File: src/include/fault_status_pkg.sv
package fault_status_pkg;

  // Command codes that select a status register.
  localparam logic [7:0] CMD_SUMMARY_BYTE = 8'h78;
  localparam logic [7:0] CMD_SUMMARY_WORD = 8'h79;
  localparam logic [7:0] CMD_OUT_VOLT = 8'h7a;

  // Reset values.
  localparam logic [15:0] SUMMARY_RESET = 16'h0000;
  localparam logic [7:0] OUT_VOLTAGE_SUMMARY_RESET = 8'h00;

  // Summary bit positions.
  localparam int SB_BUSY = 7;
  localparam int SB_OFF = 6;
  localparam int SB_OV = 5;
  localparam int SB_OC = 4;
  localparam int SB_INUV = 3;
  localparam int SB_TEMP = 2;
  localparam int SB_COMM = 1;
  localparam int SW_OUT_VOLTAGE_SUMMARY = 15;
  localparam int SW_OUT_CURRENT_SUMMARY = 14;
  localparam int SW_INPUT = 13;
  localparam int SW_VENDOR = 12;
  localparam int SW_PGOOD_N = 11;
  localparam int SW_OTHER = 9;

  // Output-voltage status bit positions.
  localparam int VB_OV_FAULT = 7;
  localparam int VB_UV_WARN = 5;
  localparam int VB_UV_FAULT = 4;

  // Position of the high byte inside the summary word.
  localparam int SW_HIGH_LSB = 8;

  // Positions that carry no meaning and always read zero.
  localparam logic [15:0] SUMMARY_UNUSED = 16'h0501;
  localparam logic [7:0] OUT_VOLTAGE_SUMMARY_UNUSED = 8'h4f;

  // Number of detail status registers feeding the summary.
  localparam int DETAIL_COUNT = 6;

  // Answer lengths in bytes.
  localparam logic [1:0] LEN_ONE = 2'h1;
  localparam logic [1:0] LEN_TWO = 2'h2;
  localparam logic [1:0] LEN_NONE = 2'h0;

endpackage

File: src/design/status_capture.sv
`timescale 1ns/1ps
// One status bit register: follows its cause, clears to zero on reset.
module status_capture
  import fault_status_pkg::*;
#(
  parameter int WIDTH = 8
) (
  input wire logic i_mclk,
  input wire logic i_srst,
  input wire logic i_ce,
  input wire logic [WIDTH-1:0] i_cause,
  output logic [WIDTH-1:0] o_bits
);

  logic [WIDTH-1:0] bits_d;

  // Next value is the present cause; the register only samples it.
  always_comb begin
    bits_d = i_cause;
  end

  // Held still while the clock enable is low.
  always_ff @(posedge i_mclk) begin
    if (i_srst) begin
      o_bits <= '0;
    end else if (i_ce) begin
      o_bits <= bits_d;
    end
  end

endmodule

File: src/design/power_fault_status_summary.sv
`timescale 1ns/1ps
module power_fault_status_summary
  import fault_status_pkg::*;
(
  input wire logic i_mclk,
  input wire logic i_srst,
  input wire logic i_ce,
  input wire logic i_busy_fault,
  input wire logic i_output_off,
  input wire logic i_out_overvolt_fault,
  input wire logic i_out_overcurrent_fault,
  input wire logic i_in_undervolt_fault,
  input wire logic i_temperature_flag,
  input wire logic i_comm_mem_logic_flag,
  input wire logic i_out_undervolt_warning,
  input wire logic i_out_undervolt_fault,
  input wire logic i_out_current_summary,
  input wire logic i_input_summary,
  input wire logic i_vendor_specific_summary,
  input wire logic i_power_good,
  input wire logic [DETAIL_COUNT-2:0] i_other_detail_nonzero,
  input wire logic i_rd_req,
  input wire logic [7:0] i_rd_cmd,
  output logic o_rd_valid,
  output logic [1:0] o_rd_len,
  output logic [15:0] o_rd_data,
  output logic [7:0] o_summary_byte,
  output logic [15:0] o_summary_word,
  output logic [7:0] o_out_volt_status
);

  logic [7:0] low_cause;
  logic [7:0] high_cause;
  logic [7:0] out_voltage_summary_cause;
  logic [7:0] low_q;
  logic [7:0] high_q;
  logic [7:0] out_voltage_summary_q;
  logic detail_any;
  logic rd_valid_q;
  logic rd_valid_d;
  logic [1:0] rd_len_q;
  logic [1:0] rd_len_d;
  logic [15:0] rd_data_q;
  logic [15:0] rd_data_d;

  // Output-voltage status byte; bits 6 and 3 to 0 are left unused on purpose.
  always_comb begin
    out_voltage_summary_cause = OUT_VOLTAGE_SUMMARY_RESET;
    out_voltage_summary_cause[VB_OV_FAULT] = i_out_overvolt_fault;
    out_voltage_summary_cause[VB_UV_WARN] = i_out_undervolt_warning;
    out_voltage_summary_cause[VB_UV_FAULT] = i_out_undervolt_fault;
  end

  // Any detail register nonzero; voltage detail uses our own byte.
  assign detail_any = (|out_voltage_summary_cause) || (|i_other_detail_nonzero);

  // Low summary byte causes; bit 0 stays zero.
  always_comb begin
    low_cause = SUMMARY_RESET[7:0];
    low_cause[SB_BUSY] = i_busy_fault;
    low_cause[SB_OFF] = i_output_off;
    low_cause[SB_OV] = i_out_overvolt_fault;
    low_cause[SB_OC] = i_out_overcurrent_fault;
    low_cause[SB_INUV] = i_in_undervolt_fault;
    low_cause[SB_TEMP] = i_temperature_flag;
    low_cause[SB_COMM] = i_comm_mem_logic_flag;
  end

  // High summary byte causes; bits 10 and 8 stay zero.
  always_comb begin
    high_cause = SUMMARY_RESET[15:8];
    high_cause[SW_OUT_VOLTAGE_SUMMARY-SW_HIGH_LSB] = |out_voltage_summary_cause;
    high_cause[SW_OUT_CURRENT_SUMMARY-SW_HIGH_LSB] = i_out_current_summary;
    high_cause[SW_INPUT-SW_HIGH_LSB] = i_input_summary;
    high_cause[SW_VENDOR-SW_HIGH_LSB] = i_vendor_specific_summary;
    high_cause[SW_PGOOD_N-SW_HIGH_LSB] = !i_power_good;
    high_cause[SW_OTHER-SW_HIGH_LSB] = detail_any;
  end

  // A single low-byte register serves both summary commands.
  status_capture #(.WIDTH(8)) u_low (
    .i_mclk(i_mclk),
    .i_srst(i_srst),
    .i_ce(i_ce),
    .i_cause(low_cause),
    .o_bits(low_q)
  );

  status_capture #(.WIDTH(8)) u_high (
    .i_mclk(i_mclk),
    .i_srst(i_srst),
    .i_ce(i_ce),
    .i_cause(high_cause),
    .o_bits(high_q)
  );

  status_capture #(.WIDTH(8)) u_out_voltage_summary (
    .i_mclk(i_mclk),
    .i_srst(i_srst),
    .i_ce(i_ce),
    .i_cause(out_voltage_summary_cause),
    .o_bits(out_voltage_summary_q)
  );

  // Read decode. No write path exists, so protection cannot apply.
  // Unknown commands answer with a zero length so the bus can refuse them.
  always_comb begin
    rd_valid_d = 1'b0;
    rd_len_d = LEN_NONE;
    rd_data_d = SUMMARY_RESET;
    if (i_rd_req) begin
      rd_valid_d = 1'b1;
      case (i_rd_cmd)
        CMD_SUMMARY_BYTE: begin
          rd_len_d = LEN_ONE;
          rd_data_d = {8'h00, low_q};
        end
        CMD_SUMMARY_WORD: begin
          rd_len_d = LEN_TWO;
          rd_data_d = {high_q, low_q};
        end
        CMD_OUT_VOLT: begin
          rd_len_d = LEN_ONE;
          rd_data_d = {8'h00, out_voltage_summary_q};
        end
        default: begin
          rd_len_d = LEN_NONE;
        end
      endcase
    end
  end

  // Answer registers; outputs come straight from flops.
  always_ff @(posedge i_mclk) begin
    if (i_srst) begin
      rd_valid_q <= 1'b0;
      rd_len_q <= LEN_NONE;
      rd_data_q <= SUMMARY_RESET;
    end else if (i_ce) begin
      rd_valid_q <= rd_valid_d;
      rd_len_q <= rd_len_d;
      rd_data_q <= rd_data_d;
    end
  end

  assign o_rd_valid = rd_valid_q;
  assign o_rd_len = rd_len_q;
  assign o_rd_data = rd_data_q;
  assign o_summary_byte = low_q;
  assign o_summary_word = {high_q, low_q};
  assign o_out_volt_status = out_voltage_summary_q;

  // Word low byte and the byte read are the same storage.
  summary_alias_a: assert property (@(posedge i_mclk) disable iff (i_srst)
    o_summary_word[7:0] == o_summary_byte)
    else $error("low byte mismatch");

  // Looked at one edge after reset, once the flops have taken their reset edge.
  reset_zero_a: assert property (@(posedge i_mclk)
    $past(i_srst) |->
    (o_summary_word == SUMMARY_RESET && o_out_volt_status == OUT_VOLTAGE_SUMMARY_RESET && !o_rd_valid))
    else $error("status not zero after reset");

  // Read answers carry the registers as they stood at the request edge.
  byte_read_a: assert property (@(posedge i_mclk) disable iff (i_srst)
    (i_ce && i_rd_req && i_rd_cmd == CMD_SUMMARY_BYTE) |=>
    (o_rd_valid && o_rd_len == LEN_ONE && o_rd_data == {8'h00, $past(low_q)}))
    else $error("byte read wrong");

  word_read_a: assert property (@(posedge i_mclk) disable iff (i_srst)
    (i_ce && i_rd_req && i_rd_cmd == CMD_SUMMARY_WORD) |=>
    (o_rd_valid && o_rd_len == LEN_TWO && o_rd_data == $past({high_q, low_q})))
    else $error("word read wrong");

  out_voltage_summary_read_a: assert property (@(posedge i_mclk) disable iff (i_srst)
    (i_ce && i_rd_req && i_rd_cmd == CMD_OUT_VOLT) |=>
    (o_rd_valid && o_rd_len == LEN_ONE && o_rd_data == {8'h00, $past(out_voltage_summary_q)}))
    else $error("voltage read wrong");

  // Codes outside the three status commands are answered with a zero length.
  unknown_code_a: assert property (@(posedge i_mclk) disable iff (i_srst)
    (i_ce && i_rd_req && i_rd_cmd != CMD_SUMMARY_BYTE && i_rd_cmd != CMD_SUMMARY_WORD &&
     i_rd_cmd != CMD_OUT_VOLT) |=>
    (o_rd_valid && o_rd_len == LEN_NONE && o_rd_data == SUMMARY_RESET))
    else $error("unknown code answered");

  // Without a request the answer strobe drops, so one request gives one pulse.
  valid_pulse_a: assert property (@(posedge i_mclk) disable iff (i_srst)
    (i_ce && !i_rd_req) |=> !o_rd_valid)
    else $error("answer strobe without request");

  // Each low summary bit follows its own cause one enabled edge later.
  // They are live levels, so a cause that goes away clears its bit at the next edge.
  busy_bit_a: assert property (@(posedge i_mclk) disable iff (i_srst)
    i_ce |=> o_summary_byte[SB_BUSY] == $past(i_busy_fault))
    else $error("busy bit wrong");

  off_bit_a: assert property (@(posedge i_mclk) disable iff (i_srst)
    i_ce |=> o_summary_byte[SB_OFF] == $past(i_output_off))
    else $error("off bit wrong");

  overcurrent_bit_a: assert property (@(posedge i_mclk) disable iff (i_srst)
    i_ce |=> o_summary_byte[SB_OC] == $past(i_out_overcurrent_fault))
    else $error("overcurrent bit wrong");

  input_uv_bit_a: assert property (@(posedge i_mclk) disable iff (i_srst)
    i_ce |=> o_summary_byte[SB_INUV] == $past(i_in_undervolt_fault))
    else $error("input undervoltage bit wrong");

  temp_bit_a: assert property (@(posedge i_mclk) disable iff (i_srst)
    i_ce |=> o_summary_byte[SB_TEMP] == $past(i_temperature_flag))
    else $error("temperature bit wrong");

  comm_bit_a: assert property (@(posedge i_mclk) disable iff (i_srst)
    i_ce |=> o_summary_byte[SB_COMM] == $past(i_comm_mem_logic_flag))
    else $error("communication bit wrong");

  // High summary bits are fed by the wider detail summaries, except bit 11, which is the inverted power-good input.
  volt_summary_a: assert property (@(posedge i_mclk) disable iff (i_srst)
    i_ce |=> o_summary_word[SW_OUT_VOLTAGE_SUMMARY] ==
    ($past(i_out_overvolt_fault) || $past(i_out_undervolt_warning) ||
     $past(i_out_undervolt_fault)))
    else $error("voltage summary bit wrong");

  current_summary_a: assert property (@(posedge i_mclk) disable iff (i_srst)
    i_ce |=> o_summary_word[SW_OUT_CURRENT_SUMMARY] == $past(i_out_current_summary))
    else $error("current summary bit wrong");

  input_summary_a: assert property (@(posedge i_mclk) disable iff (i_srst)
    i_ce |=> o_summary_word[SW_INPUT] == $past(i_input_summary))
    else $error("input summary bit wrong");

  vendor_summary_a: assert property (@(posedge i_mclk) disable iff (i_srst)
    i_ce |=> o_summary_word[SW_VENDOR] == $past(i_vendor_specific_summary))
    else $error("vendor summary bit wrong");

  pgood_bit_a: assert property (@(posedge i_mclk) disable iff (i_srst)
    i_ce |=> o_summary_word[SW_PGOOD_N] == !$past(i_power_good))
    else $error("power good bit wrong");

  other_bit_a: assert property (@(posedge i_mclk) disable iff (i_srst)
    (i_ce && (|i_other_detail_nonzero)) |=> o_summary_word[SW_OTHER])
    else $error("other bit not set");

  // Bit 9 must also drop once every detail register is clear again.
  other_clear_a: assert property (@(posedge i_mclk) disable iff (i_srst)
    (i_ce && !(|i_other_detail_nonzero) && !i_out_overvolt_fault &&
     !i_out_undervolt_warning && !i_out_undervolt_fault) |=> !o_summary_word[SW_OTHER])
    else $error("other bit stuck");

  // Output-voltage status bits and the summary bits that share their causes.
  out_voltage_summary_ov_a: assert property (@(posedge i_mclk) disable iff (i_srst)
    (i_ce && i_out_overvolt_fault) |=>
    (o_out_volt_status[VB_OV_FAULT] && o_summary_byte[SB_OV] && o_summary_word[SW_OUT_VOLTAGE_SUMMARY]))
    else $error("overvoltage not flagged");

  ov_clear_a: assert property (@(posedge i_mclk) disable iff (i_srst)
    (i_ce && !i_out_overvolt_fault) |=>
    (!o_out_volt_status[VB_OV_FAULT] && !o_summary_byte[SB_OV]))
    else $error("overvoltage bit stuck");

  uv_warn_bit_a: assert property (@(posedge i_mclk) disable iff (i_srst)
    i_ce |=> o_out_volt_status[VB_UV_WARN] == $past(i_out_undervolt_warning))
    else $error("undervoltage warning bit wrong");

  uv_fault_bit_a: assert property (@(posedge i_mclk) disable iff (i_srst)
    i_ce |=> o_out_volt_status[VB_UV_FAULT] == $past(i_out_undervolt_fault))
    else $error("undervoltage fault bit wrong");

  // Unused positions must never show a one once the flops hold known values.
  unused_zero_a: assert property (@(posedge i_mclk) disable iff (i_srst)
    ((o_summary_word & SUMMARY_UNUSED) == SUMMARY_RESET &&
     (o_out_volt_status & OUT_VOLTAGE_SUMMARY_UNUSED) == OUT_VOLTAGE_SUMMARY_RESET))
    else $error("unused bit set");

  // A low clock enable freezes every register, answers included.
  // A pending answer strobe therefore stays up until the enable returns.
  ce_freeze_a: assert property (@(posedge i_mclk) disable iff (i_srst)
    !i_ce |=> ($stable(o_summary_word) && $stable(o_out_volt_status) &&
     $stable(o_rd_valid) && $stable(o_rd_data)))
    else $error("state moved while enable low");

endmodule

File: config.mk
export PLATFORM = sky130hd
export DESIGN_NAME = power_fault_status_summary
export DESIGN_NICKNAME = d
export VERILOG_FILES = /design/src/include/fault_status_pkg.sv /design/src/design/status_capture.sv /design/src/design/power_fault_status_summary.sv
export SDC_FILE = /design/constraint.sdc
export NUM_CORES = 1
export LEC_CHECK = 0
export CELL_PAD_IN_SITES_DETAIL_PLACEMENT = 2
export CELL_PAD_IN_SITES_GLOBAL_PLACEMENT = 2
export CORE_MARGIN = 2
export CORE_UTILIZATION = 34
export DETAILED_ROUTE_END_ITERATION = 10
export DONT_BUFFER_PORTS = 1
export PLACE_DENSITY_LB_ADDON = 0.15
export SLEW_MARGIN = 0
export SYNTH_ARGS = -nofsm -noshare
export SYNTH_HDL_FRONTEND = slang
export SYNTH_SLANG_ARGS = --single-unit
File: constraint.sdc
create_clock -name i_mclk -period 1.2 [get_ports i_mclk]
set_input_delay 0.3 -clock i_mclk [delete_from_list [all_inputs] [get_ports i_mclk]]
set_output_delay 0.3 -clock i_mclk [all_outputs]
set_load 0.005 [all_outputs]
Word level (Yosys, flattened, before mapping):

Index checks and enable logic that the tools add are counted.

* bits in registers: 35
* input bits: 30
* output and inout bits: 51

* eq/ne operators: 3
* muxes and demuxes: 5
* reduce and logical (&&, ||, !) cells: 5

Operators with widths (number)
* one-hot mux 16 bit (3 select lines): 1
* equality test 8 x 7 -> 1 bit (second input constant): 3
* two-way mux 16 bit: 1
* OR reduction 5 bit: 1
* one-hot mux 2 bit (2 select lines): 1
* OR reduction 3 bit: 1
* two-way mux 2 bit: 1
* OR reduction 2 bit: 1
* logical NOT 1 bit: 1
* logical OR 1 bit: 1
* two-way mux 1 bit: 1

Depth between registers and ports, before layout:

* word-level depth: 4
* depth in mapped cells: 4
* depth with buffers taken out: 3

By module:

From an unflattened synthesis, not the netlist that was laid out.

* cells, all modules: 168
* area, all modules: 1705.4 um^2

Modules (own cells, without submodules)
* status_capture: instances 3, cells an instance 26, area an instance 285.3 um^2
* power_fault_status_summary: instances 1, cells an instance 90, area an instance 849.6 um^2

Worst setup path before layout:

OpenSTA, ideal clock, no wires.

* path kind: input to register
* start point: input i_other_detail_nonzero[1]
* end point: register u_high.o_bits[1]
* setup time: 0.135 ns
* arrival time: 0.969 ns
* slack: 0.096 ns
* stages: 3
* buffers on the path: 0
* cell sequence: or4_1 -> nor2_1 -> a311oi_1

* cells in the longest elaborated chain, start to end: 2

Ends and longest elaborated chain
* start: declaration: line power_fault_status_summary.sv:21 `input wire logic [DETAIL_COUNT-2:0] i_other_detail_nonzero,`
* OR reduction 5 bit: line power_fault_status_summary.sv:55 `assign detail_any = (|out_voltage_summary_cause) || (|i_other_detail_nonzero);`
* logical OR 1 bit: line power_fault_status_summary.sv:55
* end signal: assignment: line status_capture.sv:27 `o_bits <= bits_d;`
* end: declaration: line status_capture.sv:12 `output logic [WIDTH-1:0] o_bits`

No other way between the ends.
A chain may end at the register's enable or synchronous reset.

Worst setup path in the final report:

* start point: register u_low.o_bits[5]
* end point: output o_summary_byte[5]

RTL lines
* start: declaration: line status_capture.sv:12
* start signal: assignment: line status_capture.sv:27
* end: declaration: line power_fault_status_summary.sv:27 `output logic [7:0] o_summary_byte,`

No word-level cell between the ends.

==> flow_metrics.py <==
metrics = {
    "status": {
        "status": "complete, no violations",
    },
    "detailed_routing": {
        "wl_microns": 3077,
        "drtIter0Drc": 23,
        "viasPerCell": 5.110,
        "final_antenna_net_count": 0,
        "num_vias": 884,
        "remaining_drc_errors": 0,
        "post_drt_wl_per_cell_microns": 17.79,
        "firstDrtPassIters": 2,
    },
    "critical_path": {
        "r2r_start": "o_rd_len[0]",
        "crit_type": "reg2out",
        "crit_end": "o_summary_byte[5]",
        "reg2reg_to": "o_rd_len[0]",
        "worst-path-stages": 1,
        "startpoint_type": "flop",
        "required_ns": 0.90,
        "path_delay_family": "flip-flops",
        "path_cells": "buf_4",
        "r2r_cells": 2,
        "crit_path_max_incr_delay_ns": 0.35,
        "r2r_slack_ns": 0.22,
        "cp_num_buf_inv": 1,
        "end_kind": "output port",
        "startpoint": "u_low.o_bits[5]",
        "worstPathArrival_ns": 0.77,
        "cp_max_fo": 4,
        "critical_path.slowest_cell": "dfxtp_1",
    },
    "power": {
        "leakage_nw": 0.5932,
        "ir_drop_mv": 0.4901,
        "power_density_nw_per_um2": 1433,
    },
    "layout": {
        "area_delta_synth_final_pct": 1.825,
        "multi_input_area_sq_um": 610.6,
        "antenna_cells": 0,
        "final_nets": 153,
        "final_area_sq_um": 1396,
        "fillers": 428,
        "seqCellArea_sq_um": 620.6,
        "drive_above_1_share_pct": 11.38,
    },
    "logic_synthesis": {
        "synth_cells": 129,
        "syn_area_per_cell_sq_um": 10.63,
        "ys_types": 22,
        "synth_top_area_share_pct": 45.26,
        "yosys_warnings": 0,
        "synth_area_sq_um": 1371,
        "synth.area.top_cells": "dfxtp_1 45%, buf_4 11%, mux2i_1 9.5%, a22o_1 7.0%, nor2_1 4.9%",
        "synth_area_leader_cell": "dfxtp_1",
        "synth-seq-cells": 31,
        "yosysSeqAreaShare_pct": 45.26,
    },
    "clocking": {
        "cts_max_level": 2,
        "cts_hold_buf": 0,
        "clk_latency_ns": 0.27,
        "cts_num_sinks": 31,
        "cts_made_buffers": 5,
        "cts_buffer_depth": 2,
        "tritoncts": "yes",
        "ctsRootBufferMaster": "clkbuf_8",
        "post_cts_buffers": 0,
        "cts_resized": 0,
        "clk_pin_slew_ns": 0.06,
    },
    "timing": {
        "rsz0062_at_grt": "false",
        "slew_headroom_pct": 52.18,
        "fin_setup_tns_ns": 0,
        "finalMaxSlewViolations": 0,
        "layout_min_cycle_time_ns": 1.069,
        "fmax_mhz": 935.8,
        "fin_crit_sh_pct": 89.05,
        "hold_viol_final": 0,
        "tightestPinTransition_ns": 0.7146,
        "fin_skew_ns": 0.002821,
        "finalSetupViolCount": 0,
    },
    "global_routing": {
        "grt_max_degree": 27,
        "gr-total-overflow": 0,
        "grt_pass1_vias": 926,
        "antenna_found_initial": 0,
        "gr-usage-all-layers_pct": 14.79,
        "grt_pass1_wl_microns": 4816,
    },
    "flow_run": {
        "drv_cap": 0,
    },
    "placed_design": {
        "portBuffers": 0,
        "dpl_cell_area_sq_um": 1309,
        "gp_congestion": 0.7602,
    },
    "floorplanning": {
        "start_util_pct": 34.78,
        "core-area_sq_um": 3943,
        "die_area_sq_um": 4558,
        "dieWidth_microns": 67.51,
        "rows": 23,
        "die_h_microns": 67.51,
        "ios": 81,
    },
    "min_path": {
        "worstHoldPathType": "in2reg",
    },
}
==> how the worst min path moves through the flow <==
stage | start | endpoint | slack, ns | cells past startpoint
after global routing | i_srst | u_low.o_bits[1] | 0.06 | 1
after detailed placement | i_srst | o_rd_data[5] | 0.37 | 1
after CTS | i_srst | u_low.o_bits[2] | 0.07 | 1
after global placement | i_srst | o_rd_data[4] | 0.37 | 1
final | i_srst | u_low.o_bits[2] | 0.09 | 1
after floorplan | i_power_good | u_high.o_bits[3] | 0.40 | 1
==> area by class of cell <==
type	count	area share, %
Clock buffer	6	5.914
Multi-Input combinational cell	83	43.73
Sequential cell	31	44.44
Clock inverter	1	0.3584
Timing Repair Buffer	2	1.075
Tap cell	50	4.480
==> placed cells by master (no fill, tap or decap), types with 2 or more instances in the layout <==
cell type	synthesis	final
and3b_1	3	3
nand2b_1	4	4
a211oi_1	2	2
nor2b_1	3	3
buf_4	21	2
nand4b_4	2	2
mux2i_1	13	13
nor2_1	18	18
o211ai_1	3	3
nor4_4	2	2
clkbuf_8	0	6
dfxtp_1	31	31
conb_1	1	12
and4b_1	2	2
a22o_1	11	11
a21oi_1	3	3
==> per-layer routing <==
metal,vias to the layer above,GRT usage [%],wire (microns)
met5,-,0,0
met3,0,9.500,389
li1,413,-,-
met1,429,16.56,1196
met4,0,6.122,0
met2,42,22.18,1491
==> through the flow <==
| stage | hold slack [ns] | util [%] | cells | power, mW | setup WS (ns) |
|---|---|---|---|---|---|
| final | 0.09325 | 35.42 | 173 | 2.002 | 0.1314 |
| after CTS | 0.07493 | 35.42 | 173 | 2.050 | 0.1055 |
| after detailed placement | 0.3748 | 33.20 | 166 | 1.219 | 0.004624 |
| after global placement | 0.3729 | 33.20 | 166 | 1.214 | 0.01574 |
| after floorplan | 0.3990 | - | 140 | 1.270 | 0.09645 |
| after global routing | 0.06331 | 35.42 | 173 | 2.125 | 0.06841 |
==> sequential cells by signal (all words and copies together), names as in the netlist <==
signal	flops
u_out_voltage_summary.o_bits	2
u_high.o_bits	6
o_rd_data	13
u_low.o_bits	7
o_rd_valid	1
o_rd_len	2
==> cells by family (layout without fill, tap and decap cells) <==
family	count (synthesis)	in the layout	share of synthesized area (%)
AO/OA/AOI/OAI	21	21	12.13
flip-flops	31	31	45.26
other	1	12	0.2735
buffers and inverters	26	9	13.23
multiplexers	13	13	9.489
AND/OR/NAND/NOR	37	37	19.62
==> power by group <==
part	internal, mW	switching (mW)	total [mW]
registers	1.06	0.0374	1.10
clock network	0.449	0.359	0.808
logic	0.0496	0.0437	0.0933
total	1.56	0.440	2.00
==> synthesized netlist by cell type <==
cell type,number
a211oi_1,2
a21oi_1,3
a22o_1,11
a311oi_1,1
and3b_1,3
and4b_1,2
buf_2,4
buf_4,21
clkbuf_1,1
conb_1,1
dfxtp_1,31
mux2i_1,13
nand2b_1,4
nand4b_4,2
nor2_1,18
nor2b_1,3
nor3_1,1
nor4_4,2
o211ai_1,3
o41ai_1,1
or3b_2,1
or4_1,1
Power figures use the tool's default switching activity.
